[src/rtl/rcs_pkg.sv]
// Purpose: Shared constants and types for the receiver control sequencer
// Assumes: 20 MHz core clock, full-word AHB-Lite accesses
// Notes:   Setting words hold pattern, poll, enable and a duration in ms
package rcs_pkg;
    localparam int          CLK_NS       = 50;
    localparam int          MS_NS        = 1000000;
    localparam int          MS_CYCLES    = MS_NS / CLK_NS;
    localparam logic [7:0]  WARM_WIN_MS  = 8'ha0;
    localparam int          NUM_LINES    = 8;
    localparam int          NUM_SET      = 14;
    // Register byte addresses
    localparam logic [7:0]  ADDR_CTRL    = 8'h00;
    localparam logic [7:0]  ADDR_FORCE   = 8'h04;
    localparam logic [7:0]  ADDR_STATUS  = 8'h08;
    localparam logic [7:0]  ADDR_SET0    = 8'h40;
    // Control bits
    localparam int          CTRL_ON      = 0;
    localparam int          CTRL_DEMOD   = 1;
    localparam int          CTRL_LBP     = 2;
    localparam int          CTRL_NOISE   = 3;
    localparam int          CTRL_SEARCH  = 4;
    // Setting word fields
    localparam int          SET_POLL     = 8;
    localparam int          SET_EN       = 9;
    localparam int          SET_DUR_LSB  = 16;
    localparam logic [31:0] CTRL_RST     = 32'h0000_0000;
    localparam logic [17:0] SET_RST      = 18'h0_0000;

    typedef enum logic [3:0] {
        SI_OFF  = 4'h0, SI_WU1  = 4'h1, SI_WU2  = 4'h2, SI_WU3  = 4'h3,
        SI_WU4  = 4'h4, SI_WU5  = 4'h5, SI_WU6  = 4'h6, SI_SD1  = 4'h7,
        SI_SD2  = 4'h8, SI_SD3  = 4'h9, SI_SY16 = 4'ha, SI_SY32 = 4'hb,
        SI_DA16 = 4'hc, SI_DA32 = 4'hd
    } rcs_idx_e;

    typedef enum logic [2:0] {
        ST_IDLE = 3'h0, ST_WOFF = 3'h1, ST_WARM = 3'h2,
        ST_SYNC = 3'h3, ST_DATA = 3'h4, ST_SHUT = 3'h5
    } rcs_state_e;

    typedef struct packed {
        logic [7:0] dur;
        logic       en;
        logic       poll;
        logic [7:0] pat;
    } rcs_setting_s;

    typedef struct packed {
        logic       auto_wake;
        logic       rate_3200;
        logic       csync_found;
        logic       rx_off;
    } rcs_dec_s;
endpackage

[src/rtl/rcs_sequencer.sv]
// Purpose: Receiver control line sequencer with AHB-Lite register slave
// Assumes: Single-word transfers, zero wait states, synchronous inputs
// Notes:   Rules of the sequencer follow
// Contract
// - Eight control lines driven from programmed setting patterns.
// - Each setting programs pattern, duration and battery poll.
// - Demod enable turns line zero into the demodulator input.
// - With demod enabled, line zero bit of active setting picks fast or slow slicer tracking.
// - Lines float after reset until forced or decoder turned on.
// - Once on, lines stay driven until next reset, except line zero while demod enabled.
// - Automatic warm-up starts 160ms ahead, up to six steps.
// - Auto warm-up: off time, then enabled steps until first disabled.
// - Auto warm-up ends in sync setting of the current symbol rate.
// - Auto warm-up overrunning 160ms triggers the shut-down sequence.
// - Host warm-up on turn-on, noise detect or sync search request.
// - Host warm-up skips off time; ends in 3200 or 1600 sync.
// - After host warm-up, symbols invalid until 3200 sync time expires.
// - Shut-down: up to three enabled steps, then the Off setting.
// - Disabled first shut-down step goes straight to Off.
// - Turning off while receiver on or warming runs shut-down.
// - Turn-on during shut-down waits for shut-down to finish.
// - Two receive states, sync and data, decode both symbol inputs.
// - After auto warm-up, sync setting follows the symbol rate being searched.
// - Found C sync word selects data setting of the frame rate.
// - Polled setting samples low battery just before leaving it.
// - Differing consecutive battery samples raise a status report.
// - Battery level flag holds last sample, set to inverted LBP bit at turn-on, cleared at reset.
// - Change flag: not set by turn-on, clear on read, reset zero.
`timescale 1ns/10ps
`default_nettype none
module rcs_sequencer #(
    parameter int MS_CYCLES = rcs_pkg::MS_CYCLES
) (
    input  wire logic             i_core_clk,
    input  wire logic             i_nrst,
    input  wire logic             hsel,
    input  wire logic [31:0]      haddr,
    input  wire logic [1:0]       htrans,
    input  wire logic             hwrite,
    input  wire logic [2:0]       hsize,
    input  wire logic [31:0]      hwdata,
    input  wire logic             hready,
    output logic [31:0]           hrdata,
    output logic                  hreadyout,
    output logic                  hresp,
    input  wire rcs_pkg::rcs_dec_s i_dec,
    input  wire logic             i_line0,
    input  wire logic             i_low_battery,
    input  wire logic             i_symbol_0,
    input  wire logic             i_symbol_1,
    output logic [7:0]            o_ctrl_line,
    output logic [7:0]            o_ctrl_oe,
    output logic                  o_demod_in,
    output logic                  o_slicer_fast,
    output logic                  o_decode_en,
    output logic                  o_symbols_valid,
    output logic [1:0]            o_symbols,
    output logic                  o_status_report
);
    rcs_pkg::rcs_setting_s set_r [rcs_pkg::NUM_SET];
    rcs_pkg::rcs_state_e   st_r, st_nxt;
    rcs_pkg::rcs_idx_e     idx_r, idx_nxt;
    logic [31:0]           ctrl_r;
    logic [7:0]            force_r;
    logic                  on_seen_r, on_d_r, host_r, host_nxt;
    logic                  pend_r, pend_search_r, start_host;
    logic [7:0]            step_cnt_r, val_cnt_r;
    logic                  load_step, load_win, load_val;
    logic [$clog2(MS_CYCLES)-1:0] div_r;
    logic                  tick;
    logic                  batt_lvl_r, batt_seen_r, chg_r, sample;
    logic                  ph_wr_r, ph_rd_r;
    logic [7:0]            ph_addr_r;
    logic                  on, demod_en, on_rise, rd_status;

    function automatic rcs_pkg::rcs_idx_e idx_plus(input rcs_pkg::rcs_idx_e i);
        idx_plus = rcs_pkg::rcs_idx_e'(i + 4'h1);
    endfunction

    assign on      = ctrl_r[rcs_pkg::CTRL_ON];
    assign demod_en = ctrl_r[rcs_pkg::CTRL_DEMOD];
    assign on_rise = on & ~on_d_r;

    // AHB-Lite slave: zero wait, always OKAY
    assign hreadyout = 1'b1;
    assign hresp     = 1'b0;

    always_ff @(posedge i_core_clk)
    begin
        if (!i_nrst)
        begin
            ph_wr_r   <= 1'b0;
            ph_rd_r   <= 1'b0;
            ph_addr_r <= 8'h00;
        end
        else if (hready)
        begin
            ph_wr_r   <= hsel & htrans[1] & hwrite;
            ph_rd_r   <= hsel & htrans[1] & ~hwrite;
            ph_addr_r <= haddr[7:0];
        end
    end

    assign rd_status = ph_rd_r && (ph_addr_r == rcs_pkg::ADDR_STATUS);

    always_comb
    begin
        hrdata = 32'h0000_0000;
        if (ph_addr_r == rcs_pkg::ADDR_CTRL)
            hrdata = {29'h0, ctrl_r[2:0]};
        else if (ph_addr_r == rcs_pkg::ADDR_FORCE)
            hrdata = {24'h0, force_r};
        else if (ph_addr_r == rcs_pkg::ADDR_STATUS)
            hrdata = {16'h0, 4'(idx_r), 1'b0, 3'(st_r), 4'h0,
                      o_symbols_valid, chg_r, batt_lvl_r, on_seen_r};
        else if (ph_addr_r >= rcs_pkg::ADDR_SET0 &&
                 ph_addr_r < rcs_pkg::ADDR_SET0 + 8'(4 * rcs_pkg::NUM_SET))
            hrdata = {8'h0, set_r[4'(ph_addr_r[5:2])].dur, 6'h0,
                      set_r[4'(ph_addr_r[5:2])].en, set_r[4'(ph_addr_r[5:2])].poll,
                      set_r[4'(ph_addr_r[5:2])].pat};
    end

    // Control register; request bits are one-shot
    always_ff @(posedge i_core_clk)
    begin
        if (!i_nrst)
        begin
            ctrl_r <= rcs_pkg::CTRL_RST;
            force_r <= 8'h00;
        end
        else
        begin
            ctrl_r[rcs_pkg::CTRL_NOISE]  <= 1'b0;
            ctrl_r[rcs_pkg::CTRL_SEARCH] <= 1'b0;
            if (ph_wr_r && ph_addr_r == rcs_pkg::ADDR_CTRL)
                ctrl_r <= {27'h0, hwdata[4:0]};
            if (ph_wr_r && ph_addr_r == rcs_pkg::ADDR_FORCE)
                force_r <= hwdata[7:0];
        end
    end

    // Setting table
    for (genvar g = 0; g < rcs_pkg::NUM_SET; g++)
    begin : g_set
        always_ff @(posedge i_core_clk)
        begin
            if (!i_nrst)
                set_r[g] <= rcs_pkg::SET_RST;
            else if (ph_wr_r && ph_addr_r == rcs_pkg::ADDR_SET0 + 8'(4 * g))
                set_r[g] <= {hwdata[23:16], hwdata[9], hwdata[8], hwdata[7:0]};
        end
    end

    // Millisecond tick divider
    always_ff @(posedge i_core_clk)
    begin
        if (!i_nrst || tick)
            div_r <= '0;
        else
            div_r <= div_r + 1'b1;
    end
    assign tick = (div_r == ($clog2(MS_CYCLES))'(MS_CYCLES - 1));

    // Host requests latch until a warm-up can start
    always_ff @(posedge i_core_clk)
    begin
        if (!i_nrst)
        begin
            pend_r     <= 1'b0;
            pend_search_r <= 1'b0;
            on_d_r     <= 1'b0;
        end
        else
        begin
            on_d_r <= on;
            if (start_host)
                pend_r <= 1'b0;
            if (on_rise || ctrl_r[rcs_pkg::CTRL_NOISE] || ctrl_r[rcs_pkg::CTRL_SEARCH])
            begin
                pend_r        <= 1'b1;
                pend_search_r <= ctrl_r[rcs_pkg::CTRL_SEARCH] & ~on_rise;
            end
        end
    end

    // Sequencer next state
    always_comb
    begin
        st_nxt     = st_r;
        idx_nxt    = idx_r;
        host_nxt   = host_r;
        load_step  = 1'b0;
        load_win   = 1'b0;
        load_val   = 1'b0;
        start_host = 1'b0;
        case (st_r)
            rcs_pkg::ST_IDLE:
            begin
                if (on && pend_r)
                begin
                    start_host = 1'b1;
                    host_nxt   = 1'b1;
                    st_nxt     = rcs_pkg::ST_WARM;
                    idx_nxt    = rcs_pkg::SI_WU1;
                    load_step  = 1'b1;
                end
                else if (on && i_dec.auto_wake)
                begin
                    host_nxt  = 1'b0;
                    st_nxt    = rcs_pkg::ST_WOFF;
                    idx_nxt   = rcs_pkg::SI_OFF;
                    load_step = 1'b1;
                    load_win  = 1'b1;
                end
            end
            rcs_pkg::ST_WOFF, rcs_pkg::ST_WARM:
            begin
                if (!on || (!host_r && val_cnt_r == 8'h00))
                    st_nxt = rcs_pkg::ST_SHUT;
                else if (step_cnt_r == 8'h00)
                begin
                    st_nxt    = rcs_pkg::ST_WARM;
                    idx_nxt   = (st_r == rcs_pkg::ST_WOFF) ? rcs_pkg::SI_WU1 : idx_plus(idx_r);
                    load_step = 1'b1;
                end
            end
            rcs_pkg::ST_SYNC:
            begin
                if (!on || i_dec.rx_off)
                    st_nxt = rcs_pkg::ST_SHUT;
                else if (i_dec.csync_found)
                begin
                    st_nxt  = rcs_pkg::ST_DATA;
                    idx_nxt = i_dec.rate_3200 ? rcs_pkg::SI_DA32 : rcs_pkg::SI_DA16;
                end
                else if (!host_r)
                    idx_nxt = i_dec.rate_3200 ? rcs_pkg::SI_SY32 : rcs_pkg::SI_SY16;
            end
            rcs_pkg::ST_DATA:
            begin
                if (!on || i_dec.rx_off)
                    st_nxt = rcs_pkg::ST_SHUT;
            end
            rcs_pkg::ST_SHUT:
            begin
                if (step_cnt_r == 8'h00)
                begin
                    idx_nxt   = idx_plus(idx_r);
                    load_step = 1'b1;
                    if (idx_r == rcs_pkg::SI_SD3 || !set_r[idx_plus(idx_r)].en)
                    begin
                        st_nxt  = rcs_pkg::ST_IDLE;
                        idx_nxt = rcs_pkg::SI_OFF;
                    end
                end
            end
            default:
            begin
                st_nxt  = rcs_pkg::ST_IDLE;
                idx_nxt = rcs_pkg::SI_OFF;
            end
        endcase
        // Leaving warm-up past the last enabled step lands on a sync setting
        if (st_nxt == rcs_pkg::ST_WARM &&
            (idx_nxt > rcs_pkg::SI_WU6 || idx_nxt == rcs_pkg::SI_OFF || !set_r[idx_nxt].en))
        begin
            st_nxt = rcs_pkg::ST_SYNC;
            if (host_nxt)
            begin
                idx_nxt  = pend_search_r ? rcs_pkg::SI_SY16 : rcs_pkg::SI_SY32;
                load_val = 1'b1;
            end
            else
                idx_nxt = i_dec.rate_3200 ? rcs_pkg::SI_SY32 : rcs_pkg::SI_SY16;
        end
        // Entering shut-down picks the first step or Off
        if (st_nxt == rcs_pkg::ST_SHUT && st_r != rcs_pkg::ST_SHUT)
        begin
            load_step = 1'b1;
            if (set_r[rcs_pkg::SI_SD1].en)
                idx_nxt = rcs_pkg::SI_SD1;
            else
            begin
                st_nxt  = rcs_pkg::ST_IDLE;
                idx_nxt = rcs_pkg::SI_OFF;
            end
        end
    end

    always_ff @(posedge i_core_clk)
    begin
        if (!i_nrst)
        begin
            st_r   <= rcs_pkg::ST_IDLE;
            idx_r  <= rcs_pkg::SI_OFF;
            host_r <= 1'b0;
        end
        else
        begin
            st_r   <= st_nxt;
            idx_r  <= idx_nxt;
            host_r <= host_nxt;
        end
    end

    // Step timer and warm-up window / valid-signal timer
    always_ff @(posedge i_core_clk)
    begin
        if (!i_nrst)
            step_cnt_r <= 8'h00;
        else if (load_step)
            step_cnt_r <= set_r[idx_nxt].dur;
        else if (tick && step_cnt_r != 8'h00)
            step_cnt_r <= step_cnt_r - 8'h01;
    end

    always_ff @(posedge i_core_clk)
    begin
        if (!i_nrst)
            val_cnt_r <= 8'h00;
        else if (load_win)
            val_cnt_r <= rcs_pkg::WARM_WIN_MS;
        else if (load_val)
            val_cnt_r <= set_r[rcs_pkg::SI_SY32].dur;
        else if (tick && val_cnt_r != 8'h00)
            val_cnt_r <= val_cnt_r - 8'h01;
    end

    // Line drive
    always_ff @(posedge i_core_clk)
    begin
        if (!i_nrst)
        begin
            on_seen_r   <= 1'b0;
            o_ctrl_line <= 8'h00;
        end
        else
        begin
            if (on)
                on_seen_r <= 1'b1;
            o_ctrl_line <= set_r[idx_nxt].pat;
        end
    end

    always_comb
    begin
        o_ctrl_oe    = force_r | {8{on_seen_r}};
        o_ctrl_oe[0] = o_ctrl_oe[0] & ~demod_en;
    end
    assign o_demod_in      = demod_en & i_line0;
    assign o_slicer_fast   = demod_en & set_r[idx_r].pat[0];
    assign o_decode_en     = (st_r == rcs_pkg::ST_SYNC) || (st_r == rcs_pkg::ST_DATA);
    assign o_symbols_valid = o_decode_en && (val_cnt_r == 8'h00);
    assign o_symbols       = o_decode_en ? {i_symbol_1, i_symbol_0} : 2'b00;

    // Battery polling
    assign sample = (idx_nxt != idx_r) && set_r[idx_r].poll;

    always_ff @(posedge i_core_clk)
    begin
        if (!i_nrst)
        begin
            batt_lvl_r      <= 1'b0;
            batt_seen_r     <= 1'b0;
            chg_r           <= 1'b0;
            o_status_report <= 1'b0;
        end
        else
        begin
            o_status_report <= 1'b0;
            if (rd_status)
                chg_r <= 1'b0;
            if (on_rise)
            begin
                batt_lvl_r  <= ~ctrl_r[rcs_pkg::CTRL_LBP];
                batt_seen_r <= 1'b0;
            end
            else if (sample)
            begin
                batt_lvl_r  <= i_low_battery;
                batt_seen_r <= 1'b1;
                if (batt_seen_r && i_low_battery != batt_lvl_r)
                begin
                    chg_r           <= 1'b1;
                    o_status_report <= 1'b1;
                end
            end
        end
    end

    property p_float;
        @(posedge i_core_clk) disable iff (!i_nrst)
        (!on_seen_r && force_r == 8'h00) |-> (o_ctrl_oe == 8'h00);
    endproperty
    a_float: assert property (p_float) else $error("lines driven too early");

    property p_stay_on;
        @(posedge i_core_clk) disable iff (!i_nrst)
        on_seen_r |=> (o_ctrl_oe == {7'h7f, ~demod_en}) [*4];
    endproperty
    a_stay_on: assert property (p_stay_on) else $error("lines released");

    property p_pattern;
        @(posedge i_core_clk) disable iff (!i_nrst)
        (idx_r == $past(idx_r) && !$past(ph_wr_r)) |-> (o_ctrl_line == set_r[idx_r].pat);
    endproperty
    a_pattern: assert property (p_pattern) else $error("pattern mismatch");

    property p_demod;
        @(posedge i_core_clk) disable iff (!i_nrst)
        demod_en |-> (!o_ctrl_oe[0] && o_demod_in == i_line0);
    endproperty
    a_demod: assert property (p_demod) else $error("line zero driven");

    property p_slicer;
        @(posedge i_core_clk) disable iff (!i_nrst)
        (demod_en && o_decode_en && !$past(ph_wr_r)) |->
            (o_slicer_fast == o_ctrl_line[0]) or (idx_r != $past(idx_r));
    endproperty
    a_slicer: assert property (p_slicer) else $error("slicer mode wrong");

    property p_off_direct;
        @(posedge i_core_clk) disable iff (!i_nrst)
        (o_decode_en && !on && !set_r[rcs_pkg::SI_SD1].en) |=>
            (st_r == rcs_pkg::ST_IDLE && idx_r == rcs_pkg::SI_OFF);
    endproperty
    a_off_direct: assert property (p_off_direct) else $error("no direct off");

    property p_turnon_lb;
        @(posedge i_core_clk) disable iff (!i_nrst)
        on_rise |=> (batt_lvl_r == ~$past(ctrl_r[rcs_pkg::CTRL_LBP]) && !o_status_report);
    endproperty
    a_turnon_lb: assert property (p_turnon_lb) else $error("turn-on level wrong");

    property p_change;
        @(posedge i_core_clk) disable iff (!i_nrst)
        (sample && !on_rise && batt_seen_r && i_low_battery != batt_lvl_r && !rd_status)
            |=> (chg_r && o_status_report) ##1 !o_status_report;
    endproperty
    a_change: assert property (p_change) else $error("change not reported");

    property p_host_valid;
        @(posedge i_core_clk) disable iff (!i_nrst)
        (load_val && set_r[rcs_pkg::SI_SY32].dur != 8'h00) |=> !o_symbols_valid;
    endproperty
    a_host_valid: assert property (p_host_valid) else $error("valid too early");
endmodule
`default_nettype wire

[config.mk]
export PLATFORM = sky130hd
export DESIGN_NAME = rcs_sequencer
export DESIGN_NICKNAME = d
export VERILOG_FILES = /design/src/rtl/rcs_pkg.sv /design/src/rtl/rcs_sequencer.sv
export SDC_FILE = /design/constraint.sdc
export NUM_CORES = 1
export LEC_CHECK = 0
export ABC_AREA = 1
export BUFFER_PORTS_ARGS = -buffer_cell sky130_fd_sc_hd__buf_4
export CAP_MARGIN = 5
export CORE_ASPECT_RATIO = 1.1
export CORE_UTILIZATION = 65
export CTS_CLUSTER_SIZE = 20
export DETAILED_ROUTE_END_ITERATION = 10
export PLACE_DENSITY_LB_ADDON = 0.1
export SYNTH_ARGS = -nofsm -noshare
export SYNTH_HDL_FRONTEND = slang
export SYNTH_SLANG_ARGS = --single-unit
export TNS_END_PERCENT = 1
[constraint.sdc]
create_clock -name i_core_clk -period 8.55 [get_ports i_core_clk]
set_input_delay 0.4275 -clock i_core_clk [delete_from_list [all_inputs] [get_ports i_core_clk]]
set_output_delay 0.4275 -clock i_core_clk [all_outputs]
set_load 0.05 [all_outputs]
Word-level counts from Yosys, hierarchy flattened
Memories as Yosys holds them, arrays and structs flattened. A register that Yosys moved wholly into a read port is not among the register bits.
Cells that the tools add are included.

word-level totals
  register bits after elaboration = 78
  RAM bits = 252
  output and inout bits = 57
  word-level logic and storage cells = 272
  memories kept = 1

memory list
  memory  depth  bits a word  read ports  clocked after Yosys merged registers in  write ports  RTL line             source
  set_r   14     18           7           2                                        14           rcs_sequencer.sv:60  rcs_pkg::rcs_setting_s set_r [rcs_pkg::NUM_SET];

cells by class
  $add $sub $neg = 4
  order comparisons = 3
  equal/unequal tests = 28
  multiplexer cells = 125
  bitwise operators = 30
  reductions and logical operators = 59

operators by type and width
  cell                                                  number
  two-way mux 18 bit                                    14
  equality test 8 x 7 -> 1 bit (second input constant)  14
  two-way mux 24 bit                                    4
  two-way mux 1 bit                                     70
  two-way mux 4 bit                                     15
  two-way mux 8 bit                                     5
  two-way mux 3 bit                                     13
  logical AND 1 bit                                     28
  zero test 8 bit                                       3
  one-hot mux 4 bit (5 select lines)                    1
  nonzero test 8 bit                                    2
  subtractor 8 x 1 -> 8 bit (second input constant)     2
  adder 15 x 1 -> 15 bit (second input constant)        1
  equality test 15 bit (second input constant)          1
  one-hot mux 3 bit (5 select lines)                    1
  OR 1 bit                                              14
  equality test 3 x 2 -> 1 bit (second input constant)  3
  equality test 3 bit (second input constant)           3
  logical OR 1 bit                                      9
  bitwise AND 1 bit                                     8
  equality test 8 x 3 -> 1 bit (second input constant)  1
  equality test 8 x 4 -> 1 bit (second input constant)  1
  >= comparator 8 x 7 -> 1 bit (second input constant)  1
  < comparator 8 x 7 -> 1 bit (second input constant)   1
  19 further kinds                                      34

Longest topological paths before layout
An unclocked memory read counts as a cell.

  word-level depth = 19
  mapped depth = 30
  mapped depth without buffers = 29

Least setup slack after synthesis
Ideal clock, no wire load.

  path kind = register to register
  start = reg idx_r[1]
  end = reg o_ctrl_line[0], read port of set_r
  library setup time = 132 ps
  arrival time = 3,062 ps
  data required time = 8,418 ps
  path slack = 5,355 ps
  cell stages (with the launch flop) = 25
  clock period less this slack = 3,195 ps
  path through = dfxtp_1 buf_2 inv_1 clkbuf_1 ha_1 inv_1 nand3_1 nand3_1 nand3_1 nand3_2 nand3_1 nand2_2 o21bai_1 nor2_1 nand3_2 nand2_2 nand2_2 nand3_4 nand2_4 buf_8 buf_2 o21ai_0 nand3_1 o211ai_1 a21oi_1

on the way
  word-level cells in the longest chain between the ends = 16
  elaborated cells on any way between the ends = 31
  classes of those cells = add/sub: 1; order compare: 1; eq/ne: 3; mux: 17; reduce/logical: 8; memory: 1

ends and longest elaborated chain
  item                                                     RTL line              source
  start, declared                                          rcs_sequencer.sv:62   rcs_pkg::rcs_idx_e idx_r, idx_nxt;
  start signal, assigned                                   rcs_sequencer.sv:295  idx_r <= rcs_pkg::SI_OFF;
  start signal, assigned                                   rcs_sequencer.sv:301  idx_r <= idx_nxt;
  adder 4 x 1 -> 4 bit                                     rcs_sequencer.sv:77   idx_plus = rcs_pkg::rcs_idx_e'(i + 4'h1);
  memory read (14 x 18 bit)                                n/a
  zero test 1 bit                                          rcs_sequencer.sv:250  if (idx_r == rcs_pkg::SI_SD3 || !set_r[idx_plus(idx_r)].en)
  logical OR 1 bit                                         rcs_sequencer.sv:250
  two-way mux 4 bit                                        rcs_sequencer.sv:250
  two-way mux 4 bit                                        rcs_sequencer.sv:246  if (step_cnt_r == 8'h00)
  one-hot mux 4 bit (5 select lines)                       rcs_sequencer.sv:196  case (st_r)
  memory read (14 x 18 bit), or another cell as far along  n/a
  zero test 1 bit or logical OR 1 bit (tied branches)      rcs_sequencer.sv:265  (idx_nxt > rcs_pkg::SI_WU6 || idx_nxt == rcs_pkg::SI_OFF || !set_r[idx_nxt].en))
  logical OR 1 bit                                         rcs_sequencer.sv:265
  logical AND 1 bit                                        rcs_sequencer.sv:264  if (st_nxt == rcs_pkg::ST_WARM &&
  two-way mux 3 bit                                        rcs_sequencer.sv:264
  equality test 3 bit                                      rcs_sequencer.sv:277  if (st_nxt == rcs_pkg::ST_SHUT && st_r != rcs_pkg::ST_SHUT)
  logical AND 1 bit                                        rcs_sequencer.sv:277
  two-way mux 4 bit (*)                                    rcs_sequencer.sv:277
  memory read (14 x 18 bit)                                n/a
  end, declared                                            rcs_sequencer.sv:51   output logic [7:0] o_ctrl_line,

Mark *: on every way between the ends. The rest lies on a longest branch, timed or not.
A chain may end at the register's enable or synchronous reset.

Worst setup path after layout
Ends and elaborated chain as after synthesis.

==> run metrics <==
status completed; grt ovf 0; Initial Util 0.662; kind of critical path register to register; Post-Syn Area per Cell 7.90 sq um; Main synth FF type edfxtp_1; 1st-iter DRT viols 2,732; WL per Instance 21.5 microns; Largest stage delay, worst path 0.62 ns; setup ws final 3.25 ns; DR vias/cell 6.29; vias in the first global route 16,201; die width 163 microns; setup TNS 0 ns; Critical path origin idx_r[1]; Critical Path Stages 19; final worst path period need 5.30 ns; Least-Margin Pin Slew 1.23 ns; Startpoint Class register; P_leak 8.59 nW; slowest cell on the critical path inv_1; R2R depth 19; total die area 29,000 sq um; f_max 189 MHz; initial antenna violation count 1; crit share post-route 0.619; post-cts resize count 0; DP HPWL 34,900 microns; Critical Path End o_ctrl_line[0]; clk_skew 0.0169 ns; RR Endpoint o_ctrl_line[0]; Port Buffers 85; PD cells 229 nW/um^2; Core ar. 27,900 sq um; synthesized area 18,400 sq um; first-pass GRT wire length 88,500 microns; DR pass1 iterations 6; Root Driver clkbuf_16; Post-synth ARST share 0; die height 179 microns; maximum fanout along the worst path 30; GRT Util Overall 0.408; CTS H-tree lvls 2; fin nets 2,432; unrepaired setup endpoints after global routing no; relative slew slack 0.177; Synth Register Bits 334; drt drc 0; Slew Limit Fails 0; area grow syn2layout 10.4%; post-CTS setup buffer count 0; Post-synth EDFFs 252; CP Buf/Inv Count 5; Tot Pwr 4.66 mW; FF+latch area 9210 sq um; Hold WS 0.132 ns; Via Count 17,202; arrival time worst endpoint 5.67 ns; Synth Warn # 0; reg-to-reg startpoint idx_r[1]; Max VDD drop 0.231 mV; final wirelength 58,600 microns; clock tree sinks 334; Clock Path Buffers 3; cts-stage hold buffer count 0; Antenna Violating Nets Remaining 0; Cell Rows 64; Setup crit end kind register; Yosys top cell by area edfxtp_1; number of fillers in the final layout 2,135; post-synthesis sequential area ratio 0.500; top cells by area, synth edfxtp_1 41%, dfxtp_1 8.9%, nor2_1 8.2%, nand2_1 7.3%, o21ai_0 6.1%; CP Cell Sequence inv_1 > ha_1 > inv_1 > nand3_1 > nand3_1 > nand3_1 > nand3_2 > nand2_1 > o2111ai_1 > nand4_2 > nor2_1 > inv_1 > nand2_2 > inv_2 > buf_4 > o211ai_1 > nand3_1 > o211ai_1 > a21oi_1; Placer Congestion 0.940; number of distinct library cells after synthesis 55; Ant. Diodes 0; CP top delay family buffers and inverters; Syn Inst Count 2,333; largest net degree at the start of global routing 74; most frequent CP cell nand3_1; Place WS 3.56 ns; CTS buffer count 36; worst reg-to-reg setup slack 3.25 ns; Critical Path RT 8.92 ns; Synth top area share 0.410; MaxCap Viol Count 0; Final Hold Fails 0; worst min path class input port to register; final setup violating endpoints 0; share of layout cells above drive strength 1 0.0945; Worst-path clk slew 0.06 ns; area of the multi-input gates 7540 sq um; Ports 139; CTS tree done; latest clock arrival within the worst-skew pair 0.53 ns
-- logic make-up (layout without fill, tap and decap cells) --
group	after synthesis	count (layout)	synth area share
flip-flops	334	334	0.500
other	2	11	0.000407
adder cells (fa/ha/maj)	7	7	0.00475
buffers and inverters	430	458	0.0966
AO/OA/AOI/OAI	537	537	0.163
AND/OR/NAND/NOR	1002	1002	0.225
XOR/XNOR	21	21	0.0104
-- synth_stat cells (2+ instances only) --
cell	instances
nand4_1	9
o21ai_1	12
buf_6	7
a221oi_1	2
or2_2	2
conb_1	2
o21bai_1	3
nand3_2	2
a311oi_1	8
nor2_1	404
nor3_1	25
o211ai_1	48
o221ai_1	13
nand3_1	171
clkbuf_1	100
inv_2	10
dfxtp_1	82
o2111ai_1	3
o311ai_0	2
nand2_1	360
nand2_2	6
o32ai_1	3
nor3b_1	5
xnor2_1	8
buf_1	4
nand3b_1	2
buf_4	17
a211oi_1	10
a31oi_1	4
nor2_2	6
ha_1	7
buf_2	30
o21ai_0	225
a21oi_1	192
a22oi_1	2
nor4_1	4
edfxtp_1	252
inv_1	260
o31ai_1	4
xor2_1	12
-- registers in the layout, indices dropped and copies added (netlist names), named ones only --
signal / count
st_r: 3
ctrl_r: 5
div_r: 15
on_seen_r: 1
on_d_r: 1
o_ctrl_line: 8
step_cnt_r: 8
host_r: 1
batt_lvl_r: 1
ph_rd_r: 1
idx_r: 4
ph_addr_r: 8
batt_seen_r: 1
val_cnt_r: 8
set_r: 252
pend_search_r: 1
chg_r: 1
force_r: 8
o_status_report: 1
ph_wr_r: 1
pend_r: 1
-- worst register-to-register path, cell delays in order (launching register included) --
cell and delay (ns):
dfxtp_1 0.59, inv_1 0.41, ha_1 0.49, inv_1 0.11, nand3_1 0.09, nand3_1 0.07, nand3_1 0.12, nand3_2 0.12
nand2_1 0.10, o2111ai_1 0.17, nand4_2 0.22, nor2_1 0.06, inv_1 0.62, nand2_2 0.14, inv_2 0.51, buf_4 0.48
o211ai_1 0.18, nand3_1 0.13, o211ai_1 0.09, a21oi_1 0.44
-- final cells by class --
class,instances,area share
clock buffer,54,0.0533
clock inverter,11,0.00566
inverter,271,0.0501
multi-input combinational,1578,0.371
sequential,334,0.453
tap,363,0.0223
timing repair buffer,122,0.0450
-- routing by layer --
metal,part of all wire,up-vias,track usage
met4,0.050,0,0.222
met1,0.36,7817,0.532
met3,0.15,235,0.0881
met2,0.44,1336,0.637
li1,-,7814,-
met5,0,-,0
-- layout by cell type, fill, tap and decap left out, types with 11 or more instances in the layout --
master	Yosys	routed
o211ai_1	48	48
nand3_1	171	171
o221ai_1	13	13
dfxtp_1	82	80
nor2_1	404	404
edfxtp_1	252	252
o21ai_0	225	217
buf_4	17	122
nor3_1	25	25
inv_1	260	259
nand2_1	360	359
a21oi_1	192	192
conb_1	2	11
xor2_1	12	12
o21ai_1	12	12
clkbuf_16	0	39
inv_2	10	11
-- how the worst min path moves through the flow --
stage / endpoint / cells past startpoint / slack, ns / from
after floorplan: div_r[0] / 1 / 0.42 / div_r[0]
after CTS: ph_addr_r[7] / 3 / 0.13 / haddr[7]
after global placement: div_r[0] / 1 / 0.43 / div_r[0]
after detailed placement: div_r[0] / 1 / 0.45 / div_r[0]
after global routing: ph_addr_r[7] / 3 / 0.17 / haddr[7]
final: ph_addr_r[7] / 3 / 0.13 / haddr[7]
-- power by group --
part	internal (mW)	switching (mW)	total [mW]	leakage [nW]
sequential	1.82	0.0549	1.88	3.24
clock	0.941	0.646	1.59	0.598
combinational	0.329	0.868	1.20	4.76
total	3.09	1.57	4.66	8.59
-- per-stage QoR --
step | cell area, sq um | utilization | instances
after floorplan | 18500 | - | 2342
after global placement | 19100 | 0.687 | 2668
after detailed placement | 19100 | 0.687 | 2668
after CTS | 20300 | 0.730 | 2733
after global routing | 20300 | 0.730 | 2733
final | 20300 | 0.730 | 2733
(Power assumes the default switching activity.)
